==> src/hdl/cpu_poll_defines.svh <==
`ifndef CPU_POLL_DEFINES_SVH
`define CPU_POLL_DEFINES_SVH

// Register offsets
`define REG_CH1_READ   8'h1a
`define REG_CH2_READ   8'h1b
`define REG_CH3_READ   8'h1c
`define REG_CH0_READ   8'h33
`define REG_LOW_LIMIT  8'h34
`define REG_HIGH_LIMIT 8'h35
`define REG_SMOOTH_CFG 8'h36
`define REG_CONFIG1    8'h40
`define REG_STATUS3    8'h43
`define REG_STATUS2    8'h81
`define REG_CPU_CFG    8'h88
`define REG_OFS0       8'h94
`define REG_OFS1       8'h95
`define REG_OFS2       8'h96
`define REG_OFS3       8'h97

// Field positions
`define MON_EN_BIT     4
`define CPU_CNT_MSB    7
`define CPU_CNT_LSB    6
`define DOM0_BIT       3
`define DOM1_BIT       5
`define DOM2_BIT       4
`define DOM3_BIT       3
`define AVG_MSB        2
`define STS_LIM0       0
`define STS_DERR       1
`define STS_FERR       2

// Reset values
`define LOW_LIMIT_RST  8'h81
`define HIGH_LIMIT_RST 8'h00
`define CFG_RST        8'h00

// Frame contents
`define CPU_ADDR_BASE  8'h30
`define WRITE_LEN      8'h01
`define READ_LEN       8'h02
`define CMD_TEMP_DOM0  8'h01
`define CMD_TEMP_DOM1  8'h02
`define ERR_CODE_LO    16'h8000
`define ERR_CODE_HI    16'h8003

// Timing
`define CLK_NS         10
`define IDLE_NS        14000
`define IDLE_CYC       ((`IDLE_NS + `CLK_NS - 1) / `CLK_NS)

`endif

==> src/hdl/cpu_poll_pkg.sv <==
package cpu_poll_pkg;

    typedef struct packed {
        logic       wr;
        logic       rd;
        logic [7:0] addr;
        logic [7:0] wdata;
    } reg_req_t;

    typedef enum logic [1:0] {
        ST_IDLE,
        ST_TX,
        ST_RX,
        ST_GAP
    } link_state_t;

endpackage : cpu_poll_pkg

==> src/hdl/cpu_thermal_poller.sv <==
`timescale 1ns/1ns
`default_nettype none
`include "cpu_poll_defines.svh"

// Summary of operation
// Four channels; this block serves the CPU one
// Block originates every poll of the CPUs
// Readings are negative margins below throttle point
// Relative readings stored and sent to fans
// Polling runs only while monitor enable set; a round already under way when it clears still runs to the end of its gap
// Two-bit field selects one to four CPUs
// Each channel addresses its own CPU target
// CPU targets map to four reading registers
// Per-channel domain-count bit selects one/two domains
// Two domains: keep only the hotter value
// All channels share one limit pair
// Low limit resets 0x81, high 0x00
// Each channel has its own offset register
// Offset is signed, one degree per bit
// Offset added to hottest value, then compared
// Error code: flag, add zero, not stored
// Bad check sequence: flag and raise alert
// Per-channel limit flags raise the alert
// Average over set count, 14 us gap
module cpu_thermal_poller #(
    parameter int BIT_CYC = 100
) (
    input  wire logic                   sys_clk,
    input  wire logic                   nrst,
    input  wire cpu_poll_pkg::reg_req_t reg_req,
    output logic [7:0]                  reg_rdata,
    input  wire logic                   cpu_link_in,
    output logic                        cpu_link_out,
    output logic                        cpu_link_oe_n,
    output logic [3:0][7:0]             fan_temp,
    output logic                        alert_output_n
);

    localparam logic [15:0] BIT_LAST = 16'(BIT_CYC - 1);
    localparam logic [15:0] Q1       = 16'(BIT_CYC / 4);
    localparam logic [15:0] Q3       = 16'(3 * BIT_CYC / 4);
    localparam logic [15:0] HALF     = 16'(BIT_CYC / 2);
    localparam logic [10:0] GAP_LAST = 11'(`IDLE_CYC - 1);

    logic                      rst_meta_r;
    logic                      rst_n;
    logic                      link_s1_r;
    logic                      link_s2_r;
    logic [7:0]                cfg1_r;
    logic [7:0]                smooth_r;
    logic [7:0]                cpucfg_r;
    logic [7:0]                low_r;
    logic [7:0]                high_r;
    logic [3:0][7:0]           ofs_r;
    logic [3:0][7:0]           rd_r;
    logic [3:0][15:0]          sum_r;
    logic [2:0]                sts43_r;
    logic [2:0]                sts81_r;
    cpu_poll_pkg::link_state_t state_r;
    logic [15:0]               bit_cnt_r;
    logic [5:0]                idx_r;
    logic [39:0]               tx_sh_r;
    logic [22:0]               rx_sh_r;
    logic                      rx_bit_r;
    logic [7:0]                crc_r;
    logic [1:0]                ch_r;
    logic                      dom_r;
    logic [7:0]                round_r;
    logic [10:0]               gap_r;
    logic [7:0]                best_r;
    logic                      best_ok_r;

    // Async assert, synchronous release
    always_ff @(posedge sys_clk or negedge nrst) begin
        if (!nrst) begin
            rst_meta_r <= 1'b0;
            rst_n      <= 1'b0;
        end else begin
            rst_meta_r <= 1'b1;
            rst_n      <= rst_meta_r;
        end
    end

    always_ff @(posedge sys_clk or negedge rst_n) begin
        if (!rst_n) begin
            link_s1_r <= 1'b0;
            link_s2_r <= 1'b0;
        end else begin
            link_s1_r <= cpu_link_in;
            link_s2_r <= link_s1_r;
        end
    end

    function automatic logic [7:0] crc_step(input logic [7:0] c, input logic b);
        crc_step = {c[6:0], 1'b0} ^ ((c[7] ^ b) ? 8'h07 : 8'h00);
    endfunction : crc_step

    function automatic logic [39:0] frame_word(input logic [1:0] ch, input logic dom);
        frame_word = {`CPU_ADDR_BASE + {6'h00, ch}, `WRITE_LEN, `READ_LEN,
                      dom ? `CMD_TEMP_DOM1 : `CMD_TEMP_DOM0, 8'h00};
    endfunction : frame_word

    // Configuration registers
    always_ff @(posedge sys_clk or negedge rst_n) begin
        if (!rst_n) begin
            cfg1_r   <= `CFG_RST;
            smooth_r <= `CFG_RST;
            cpucfg_r <= `CFG_RST;
            low_r    <= `LOW_LIMIT_RST;
            high_r   <= `HIGH_LIMIT_RST;
            ofs_r    <= '0;
        end else if (reg_req.wr) begin
            case (reg_req.addr)
                `REG_CONFIG1:    cfg1_r   <= reg_req.wdata;
                `REG_SMOOTH_CFG: smooth_r <= reg_req.wdata;
                `REG_CPU_CFG:    cpucfg_r <= reg_req.wdata;
                `REG_LOW_LIMIT:  low_r    <= reg_req.wdata;
                `REG_HIGH_LIMIT: high_r   <= reg_req.wdata;
                `REG_OFS0, `REG_OFS1, `REG_OFS2, `REG_OFS3: begin
                    ofs_r[reg_req.addr[1:0]] <= reg_req.wdata;
                end
                default: ;
            endcase
        end
    end

    logic       mon_en;
    logic [1:0] last_ch;
    logic [3:0] two_dom;
    logic [2:0] avg_code;
    logic [7:0] last_round;
    assign mon_en     = cfg1_r[`MON_EN_BIT];
    assign last_ch    = cpucfg_r[`CPU_CNT_MSB:`CPU_CNT_LSB];
    assign two_dom    = {cpucfg_r[`DOM3_BIT], cpucfg_r[`DOM2_BIT],
                         cpucfg_r[`DOM1_BIT], smooth_r[`DOM0_BIT]};
    assign avg_code   = smooth_r[`AVG_MSB:0];
    assign last_round = (8'h01 << avg_code) - 8'h01;

    // Bit timing and frame decode
    logic        bit_end;
    logic        cur_bit;
    logic [7:0]  crc_nxt;
    logic        frame_end;
    logic [23:0] rx_word;
    logic [15:0] temp;
    logic        fcs_bad;
    logic        derr;
    logic        val_ok;
    logic [7:0]  val8;
    assign bit_end   = bit_cnt_r == BIT_LAST;
    assign cur_bit   = (state_r == cpu_poll_pkg::ST_TX) ? tx_sh_r[39] : rx_bit_r;
    assign crc_nxt   = crc_step(crc_r, cur_bit);
    assign frame_end = state_r == cpu_poll_pkg::ST_RX && bit_end && idx_r == 6'd63;
    assign rx_word   = {rx_sh_r, rx_bit_r};
    // Low byte arrives first
    assign temp      = {rx_word[15:8], rx_word[23:16]};
    // Running check covers the whole frame, so a good one ends at zero
    assign fcs_bad   = crc_nxt != 8'h00;
    assign derr      = !fcs_bad && temp >= `ERR_CODE_LO && temp <= `ERR_CODE_HI;
    assign val_ok    = !fcs_bad && !derr;
    // Whole degrees of a negative margin; no conversion to absolute
    assign val8      = temp[13:6];

    // Hotter domain is the larger (closer to zero) margin
    logic       prev_ok;
    logic       hot_ok;
    logic [7:0] hot;
    logic [8:0] adj;
    logic [7:0] contrib;
    logic       dom_last;
    logic       chan_done;
    logic       round_end;
    logic       store;
    assign prev_ok   = dom_r && best_ok_r;
    assign hot_ok    = val_ok || prev_ok;
    assign hot       = (!val_ok || (prev_ok && $signed(best_r) > $signed(val8)))
                       ? best_r : val8;
    assign adj       = {hot[7], hot} + {ofs_r[ch_r][7], ofs_r[ch_r]};
    // Saturate rather than wrap past the signed range
    assign contrib   = !hot_ok ? 8'h00 : (adj[8] != adj[7]) ?
                       (adj[8] ? 8'h80 : 8'h7f) : adj[7:0];
    assign dom_last  = dom_r || !two_dom[ch_r];
    assign chan_done = frame_end && dom_last;
    assign round_end = chan_done && ch_r == last_ch;
    // At or past the count, so lowering the count never stalls refresh
    assign store     = round_end && round_r >= last_round;

    logic [3:0][15:0] tot;
    logic [3:0][7:0]  avg;
    logic [3:0]       lim_hit;
    always_comb begin
        for (int i = 0; i < 4; i++) begin
            tot[i] = sum_r[i] + ((chan_done && ch_r == 2'(i))
                     ? {{8{contrib[7]}}, contrib} : 16'h0000);
            avg[i] = 8'($signed(tot[i]) >>> avg_code);
            // One shared limit pair for every channel
            lim_hit[i] = $signed(avg[i]) < $signed(low_r)
                      || $signed(avg[i]) > $signed(high_r);
        end
    end

    // Poll sequencer
    always_ff @(posedge sys_clk or negedge rst_n) begin
        if (!rst_n) begin
            state_r   <= cpu_poll_pkg::ST_IDLE;
            bit_cnt_r <= 16'h0000;
            idx_r     <= 6'd0;
            tx_sh_r   <= 40'h00_0000_0000;
            rx_sh_r   <= 23'h00_0000;
            rx_bit_r  <= 1'b0;
            crc_r     <= 8'h00;
            ch_r      <= 2'd0;
            dom_r     <= 1'b0;
            round_r   <= 8'h00;
            gap_r     <= 11'h000;
        end else begin
            case (state_r)
                cpu_poll_pkg::ST_IDLE: begin
                    ch_r    <= 2'd0;
                    dom_r   <= 1'b0;
                    round_r <= 8'h00;
                    if (mon_en) begin
                        state_r   <= cpu_poll_pkg::ST_TX;
                        tx_sh_r   <= frame_word(2'd0, 1'b0);
                        crc_r     <= 8'h00;
                        idx_r     <= 6'd0;
                        bit_cnt_r <= 16'h0000;
                    end
                end
                cpu_poll_pkg::ST_TX: begin
                    bit_cnt_r <= bit_end ? 16'h0000 : bit_cnt_r + 16'h0001;
                    if (bit_end) begin
                        crc_r   <= crc_nxt;
                        idx_r   <= idx_r + 6'd1;
                        tx_sh_r <= (idx_r == 6'd31) ? {crc_nxt, 32'h0000_0000}
                                                    : {tx_sh_r[38:0], 1'b0};
                        if (idx_r == 6'd39) begin
                            state_r <= cpu_poll_pkg::ST_RX;
                        end
                    end
                end
                cpu_poll_pkg::ST_RX: begin
                    bit_cnt_r <= bit_end ? 16'h0000 : bit_cnt_r + 16'h0001;
                    if (bit_cnt_r == HALF) begin
                        rx_bit_r <= link_s2_r;
                    end
                    if (bit_end) begin
                        crc_r   <= crc_nxt;
                        idx_r   <= idx_r + 6'd1;
                        rx_sh_r <= rx_word[22:0];
                    end
                    if (frame_end) begin
                        crc_r     <= 8'h00;
                        idx_r     <= 6'd0;
                        bit_cnt_r <= 16'h0000;
                        if (!dom_last) begin
                            dom_r   <= 1'b1;
                            state_r <= cpu_poll_pkg::ST_TX;
                            tx_sh_r <= frame_word(ch_r, 1'b1);
                        end else if (ch_r != last_ch) begin
                            ch_r    <= ch_r + 2'd1;
                            dom_r   <= 1'b0;
                            state_r <= cpu_poll_pkg::ST_TX;
                            tx_sh_r <= frame_word(ch_r + 2'd1, 1'b0);
                        end else begin
                            ch_r    <= 2'd0;
                            dom_r   <= 1'b0;
                            round_r <= store ? 8'h00 : round_r + 8'h01;
                            gap_r   <= 11'h000;
                            state_r <= cpu_poll_pkg::ST_GAP;
                        end
                    end
                end
                cpu_poll_pkg::ST_GAP: begin
                    gap_r <= gap_r + 11'h001;
                    if (gap_r == GAP_LAST) begin
                        if (mon_en) begin
                            state_r   <= cpu_poll_pkg::ST_TX;
                            tx_sh_r   <= frame_word(2'd0, 1'b0);
                            bit_cnt_r <= 16'h0000;
                        end else begin
                            state_r <= cpu_poll_pkg::ST_IDLE;
                        end
                    end
                end
                default: state_r <= cpu_poll_pkg::ST_IDLE;
            endcase
        end
    end

    // Line driver: high for the bit's mark, released while the CPU answers
    always_ff @(posedge sys_clk or negedge rst_n) begin
        if (!rst_n) begin
            cpu_link_out  <= 1'b0;
            cpu_link_oe_n <= 1'b0;
        end else if (state_r == cpu_poll_pkg::ST_TX) begin
            cpu_link_out  <= bit_cnt_r < (tx_sh_r[39] ? Q3 : Q1);
            cpu_link_oe_n <= 1'b0;
        end else if (state_r == cpu_poll_pkg::ST_RX) begin
            cpu_link_out  <= bit_cnt_r < Q1;
            cpu_link_oe_n <= bit_cnt_r >= Q1;
        end else begin
            cpu_link_out  <= 1'b0;
            cpu_link_oe_n <= 1'b0;
        end
    end

    // Domain tracking, averaging and reading registers
    always_ff @(posedge sys_clk or negedge rst_n) begin
        if (!rst_n) begin
            best_r    <= 8'h00;
            best_ok_r <= 1'b0;
            sum_r     <= '0;
            rd_r      <= '0;
        end else if (state_r == cpu_poll_pkg::ST_IDLE) begin
            sum_r     <= '0;
            best_ok_r <= 1'b0;
        end else if (frame_end) begin
            best_r    <= hot;
            best_ok_r <= hot_ok && !dom_last;
            for (int i = 0; i < 4; i++) begin
                if (store) begin
                    sum_r[i] <= 16'h0000;
                    if (2'(i) <= last_ch) begin
                        rd_r[i] <= avg[i];
                    end
                end else begin
                    sum_r[i] <= tot[i];
                end
            end
        end
    end

    // Status flags; a set in the same cycle as a read wins
    logic rd43;
    logic rd81;
    assign rd43 = reg_req.rd && reg_req.addr == `REG_STATUS3;
    assign rd81 = reg_req.rd && reg_req.addr == `REG_STATUS2;
    always_ff @(posedge sys_clk or negedge rst_n) begin
        if (!rst_n) begin
            sts43_r <= 3'b000;
            sts81_r <= 3'b000;
        end else begin
            sts43_r[`STS_LIM0] <= (store && lim_hit[0])
                               || (sts43_r[`STS_LIM0] && !rd43);
            sts43_r[`STS_DERR] <= (frame_end && derr)
                               || (sts43_r[`STS_DERR] && !rd43);
            sts43_r[`STS_FERR] <= (frame_end && fcs_bad)
                               || (sts43_r[`STS_FERR] && !rd43);
            for (int i = 1; i < 4; i++) begin
                sts81_r[i-1] <= (store && lim_hit[i] && 2'(i) <= last_ch)
                             || (sts81_r[i-1] && !rd81);
            end
        end
    end

    always_ff @(posedge sys_clk or negedge rst_n) begin
        if (!rst_n) begin
            alert_output_n <= 1'b1;
        end else begin
            alert_output_n <= !(|sts43_r || |sts81_r);
        end
    end

    always_ff @(posedge sys_clk or negedge rst_n) begin
        if (!rst_n) begin
            reg_rdata <= 8'h00;
        end else if (reg_req.rd) begin
            case (reg_req.addr)
                `REG_CH0_READ:   reg_rdata <= rd_r[0];
                `REG_CH1_READ:   reg_rdata <= rd_r[1];
                `REG_CH2_READ:   reg_rdata <= rd_r[2];
                `REG_CH3_READ:   reg_rdata <= rd_r[3];
                `REG_LOW_LIMIT:  reg_rdata <= low_r;
                `REG_HIGH_LIMIT: reg_rdata <= high_r;
                `REG_SMOOTH_CFG: reg_rdata <= smooth_r;
                `REG_CONFIG1:    reg_rdata <= cfg1_r;
                `REG_CPU_CFG:    reg_rdata <= cpucfg_r;
                `REG_STATUS3:    reg_rdata <= {5'h00, sts43_r};
                `REG_STATUS2:    reg_rdata <= {2'h0, sts81_r, 3'h0};
                `REG_OFS0, `REG_OFS1, `REG_OFS2, `REG_OFS3: begin
                    reg_rdata <= ofs_r[reg_req.addr[1:0]];
                end
                default:         reg_rdata <= 8'h00;
            endcase
        end
    end

    assign fan_temp = rd_r;
endmodule : cpu_thermal_poller

`default_nettype wire

==> config.mk <==
export PLATFORM = sky130hd
export DESIGN_NAME = cpu_thermal_poller
export DESIGN_NICKNAME = d
export VERILOG_FILES = /design/src/hdl/cpu_poll_pkg.sv /design/src/hdl/cpu_thermal_poller.sv
export VERILOG_INCLUDE_DIRS = /design/src /design/src/hdl
export SDC_FILE = /design/constraint.sdc
export NUM_CORES = 1
export LEC_CHECK = 0
export ABC_AREA = 1
export BUFFER_PORTS_ARGS = -buffer_cell sky130_fd_sc_hd__buf_2
export CORE_MARGIN = 2
export CORE_UTILIZATION = 45
export DETAILED_ROUTE_END_ITERATION = 8
export PLACE_DENSITY = 0.59
export SYNTH_ARGS = -nofsm -noshare
export SYNTH_HDL_FRONTEND = slang
export SYNTH_SLANG_ARGS = --single-unit
==> constraint.sdc <==
create_clock -name sys_clk -period 10.7 [get_ports sys_clk]
set_clock_uncertainty 0.1 [all_clocks]
set_input_delay 1.07 -clock sys_clk [delete_from_list [all_inputs] [get_ports sys_clk]]
set_output_delay 1.07 -clock sys_clk [all_outputs]
set_load 0.02 [all_outputs]
==> impl_summary.log <==
INFO  metric run_status = completed
INFO  metric antenna_left = 0
INFO  metric synth-seq-area-share = 0.375
INFO  metric layout_min_cycle_time = 9.00 ns
INFO  metric synth_top_area_frac = 0.371
INFO  metric layout.core_utilization = 0.504
INFO  metric grt_remaining_overflow = 0
INFO  metric n_antenna_cell = 0
INFO  metric critical_path.max_stage_delay = 0.49 ns
INFO  metric netlist_area = 20300 µm²
INFO  metric timing.slew.headroom = 0.306
INFO  metric syn2layout_area_growth = 10.2%
INFO  metric max_cap_viol_count = 0
INFO  metric worstMarginPinSlew = 1.04 ns
INFO  metric core_area = 44400 µm²
INFO  metric start_kind = flip-flop
INFO  metric drtPass1Iterations = 5
INFO  metric drc_errors = 0
INFO  metric ys_top_cells_by_area = sky130_fd_sc_hd__dfrtp_1, sky130_fd_sc_hd__nand2_1, sky130_fd_sc_hd__ha_1, sky130_fd_sc_hd__o21ai_0, sky130_fd_sc_hd__inv_1
INFO  metric synthesis.yosys.warnings = 0
INFO  metric grt_start_max_net_pins = 173
INFO  metric total_of_cells_resized_after_clock_tree_synthesis = 0
INFO  metric synth_enable_flop_cells = 0
INFO  metric vias = 18573
INFO  metric layout.cells.most_common_list = sky130_fd_sc_hd__nand2_1, sky130_fd_sc_hd__inv_1, sky130_fd_sc_hd__dfrtp_1
INFO  metric layout_commonest_cell = sky130_fd_sc_hd__nand2_1
INFO  metric route.detailed.vias_per_inst = 5.58
INFO  metric drt_first_iter_violations = 1597
INFO  metric timing.critical_path.mode_cell = sky130_fd_sc_hd__nand2_1
INFO  metric dieArea = 46800 µm²
INFO  metric wl_per_cell = 18.6 µm
INFO  metric crit_required = 11.05 ns
INFO  metric clock_tree_from_tritoncts = yes
INFO  metric grt.total_usage = 0.265
INFO  metric vdd_ir_drop_max = 0.126 mV
INFO  metric fin_nets = 2904
INFO  metric setup_repair_after_global_routing_missed_its_margin = no
INFO  metric synth_compound_area_frac = 0.180
INFO  metric synth_area_in_simple_gates = 0.236
INFO  metric synthCells = 2675
INFO  metric timing.critical_path.fanout_max = 16
INFO  metric cts_post_setup_buffers_inserted = 0
INFO  metric die_width = 216 µm
INFO  metric dp.final_hpwl = 44.8 mm
INFO  metric setup_tns = 0 ns
INFO  metric fmax = 0.111 GHz
INFO  metric end_kind = flip-flop
INFO  metric synth_xor_area_frac = 0.0234
INFO  metric clock_tree.htree_level_count = 2
INFO  metric synth_adder_area_share = 0.103
INFO  metric fraction_of_layout_cells_with_a_size_suffix_above_1 = 0.0821
INFO  metric critical_path.slowest_cell = sky130_fd_sc_hd__xor2_1
INFO  metric grt_pass1_vias = 18084
INFO  metric cts.reportedPaths.clkPinSlew = 0.06 ns
INFO  metric holdBufCountCts = 0
INFO  metric design_power_total = 2850 µW
INFO  metric setup_ws = 1.70 ns
INFO  metric insertion_delay = 0.56 ns
INFO  metric preCtsSetupSlack = 1.79 ns
INFO  metric cts-root-buf = sky130_fd_sc_hd__clkbuf_16
INFO  metric crit_type = reg -> reg
INFO  metric clock_sink_count = 304
INFO  metric finalHoldViolCount = 0
INFO  metric rows = 77
INFO  metric yosysTopAreaCell = sky130_fd_sc_hd__dfrtp_1
INFO  metric dominant_combinational_cell_family_by_area_after_synthesis = simple AND/OR/NAND/NOR gates
INFO  metric syn_area_per_cell = 7.59 µm²
INFO  metric slew_violations = 0
INFO  metric detailed_place.area = 21200 µm²
INFO  metric top_level_ports = 64
INFO  metric period_utilisation_layout = 0.841
INFO  metric clock_path_buffers = 3
INFO  metric synth_cell_type_count = 72
INFO  metric stdcell_area = 22400 µm²
INFO  metric hold_path_class = in -> async
INFO  metric routed_wirelength = 61.9 mm
INFO  metric power.density = 127 nW/µm²
INFO  metric cts_buffers = 38
INFO  metric report.final.setup_viol = 0
INFO  metric synth.ff_latch_count = 304
INFO  metric dieHeight = 216 µm
INFO  metric ys.flop_type = sky130_fd_sc_hd__dfrtp_1
INFO  metric placement.io_buffers = 63
INFO  metric final_replace_weighted_congestion = 0.930
INFO  metric first_pass_grt_wire_length = 98.4 mm
INFO  metric post_synth_mux_area_share = 0.00690
INFO  metric ys_async_sr_fraction = 1.00
INFO  metric leakagePower = 0.0114 µW
INFO  metric worst_ep_arrival_time = 9.35 ns
INFO  metric grt_antenna_before_repair = 0
INFO  metric initial_utilization = 0.457
==> metal layers <==
metal,track usage,vias to the layer above,routed length (µm),part of all wire
li1,-,9067,-,-
met3,0.0359,120,3900,0.063
met5,0,-,0,0
met2,0.429,548,28100,0.45
met1,0.365,8838,28100,0.45
met4,0.0893,0,1940,0.031
==> kinds of logic (layout without fill, tap and decap cells) <==
logic type                 count (synthesis)  in the layout
adders and majority gates                164            164
DFF                                      304            304
xor gates and xnor gates                  52             52
buffers and inverters                    406            469
other                                      1              2
AOI/OAI and AO/OA                        620            620
muxes                                     13             13
and+or+nand+nor                         1115           1115
==> path summary, 6_finish.rpt <==
check | start | to | slack, ns | cells after the start
setup / recovery | state_r[1] | sts81_r[1] | 1.70 | 52
hold / removal | nrst | rst_n | 0.19 | 1
setup reg to reg | state_r[1] | sts81_r[1] | 1.70 | 52
hold reg to reg | rst_meta_r | rst_n | 0.25 | 0
max in group asynchronous | rst_n | sum_r[14] | 8.64 | 1
min in group sys_clk | rst_meta_r | rst_n | 0.25 | 0
==> synthesized netlist by cell type (5+ instances only) <==
cell,count
sky130_fd_sc_hd__o21ai_0,288
sky130_fd_sc_hd__o21ai_2,6
sky130_fd_sc_hd__inv_1,315
sky130_fd_sc_hd__inv_2,6
sky130_fd_sc_hd__a211oi_1,14
sky130_fd_sc_hd__dfrtp_1,301
sky130_fd_sc_hd__a21boi_0,5
sky130_fd_sc_hd__o21a_1,6
sky130_fd_sc_hd__a221oi_1,21
sky130_fd_sc_hd__nor4_1,14
sky130_fd_sc_hd__a31oi_1,8
sky130_fd_sc_hd__o31ai_1,10
sky130_fd_sc_hd__a21o_1,5
sky130_fd_sc_hd__a32o_1,21
sky130_fd_sc_hd__a21oi_1,127
sky130_fd_sc_hd__o21ai_1,10
sky130_fd_sc_hd__o21bai_1,12
sky130_fd_sc_hd__o22ai_1,51
sky130_fd_sc_hd__buf_2,6
sky130_fd_sc_hd__clkbuf_1,63
sky130_fd_sc_hd__nand3_1,125
sky130_fd_sc_hd__xor2_1,41
sky130_fd_sc_hd__nand2_2,15
sky130_fd_sc_hd__o211ai_1,8
sky130_fd_sc_hd__nor3_1,34
sky130_fd_sc_hd__nor3b_1,7
sky130_fd_sc_hd__xnor2_1,10
sky130_fd_sc_hd__nor2_1,183
sky130_fd_sc_hd__or2_2,17
sky130_fd_sc_hd__nor2_4,5
sky130_fd_sc_hd__ha_1,159
sky130_fd_sc_hd__o2111ai_1,5
sky130_fd_sc_hd__mux2_2,8
sky130_fd_sc_hd__fa_1,5
sky130_fd_sc_hd__nand4_1,24
sky130_fd_sc_hd__buf_1,11
sky130_fd_sc_hd__nand2_1,667
sky130_fd_sc_hd__mux2i_1,5
==> final cells by class <==
type	instances	area [µm²]
timing repair buffer	84	485
multi-input combinational	1966	11200
clock buffer	47	1020
inverter	325	1230
sequential	304	7610
clock inverter	13	113
fill	4438	22000
tap	592	741
==> through the flow <==
| step | hold slack [ns] | cells |
|---|---|---|
| 2_1_floorplan | 0.231 | 2676 |
| 3_3_place_gp | 0.236 | 3271 |
| 3_5_place_dp | 0.241 | 3271 |
| 4_1_cts | 0.166 | 3331 |
| 5_1_grt | 0.168 | 3331 |
| 6_report | 0.186 | 3331 |
==> report_power, final <==
group	switching, µW	leakage [µW]	total (µW)	internal, µW
sequential	48.5	0.00393	1240	1190
clock	517	0.000564	1210	696
combinational	257	0.00689	393	136
total	822	0.0114	2850	2020
==> flip-flops by register name, indices dropped and copies added, names as in the netlist, 11 cells and up <==
name and count:
fan_temp 32, ofs_r 32, bit_cnt_r 16, tx_sh_r 32
sum_r 60, gap_r 11, rx_sh_r 23
==> worst max-delay path: cells and delay by family, from the launching register on <==
kind | cells | cell delay, ns
adder cells (fa/ha/maj) | 6 | 1.73
AND/OR/NAND/NOR | 21 | 2.60
AO/OA/AOI/OAI | 16 | 2.73
buffers and inverters | 7 | 0.58
XOR/XNOR | 2 | 0.72
flip-flops | 1 | 0.42
No activity file was read; power rests on OpenSTA's default activity.
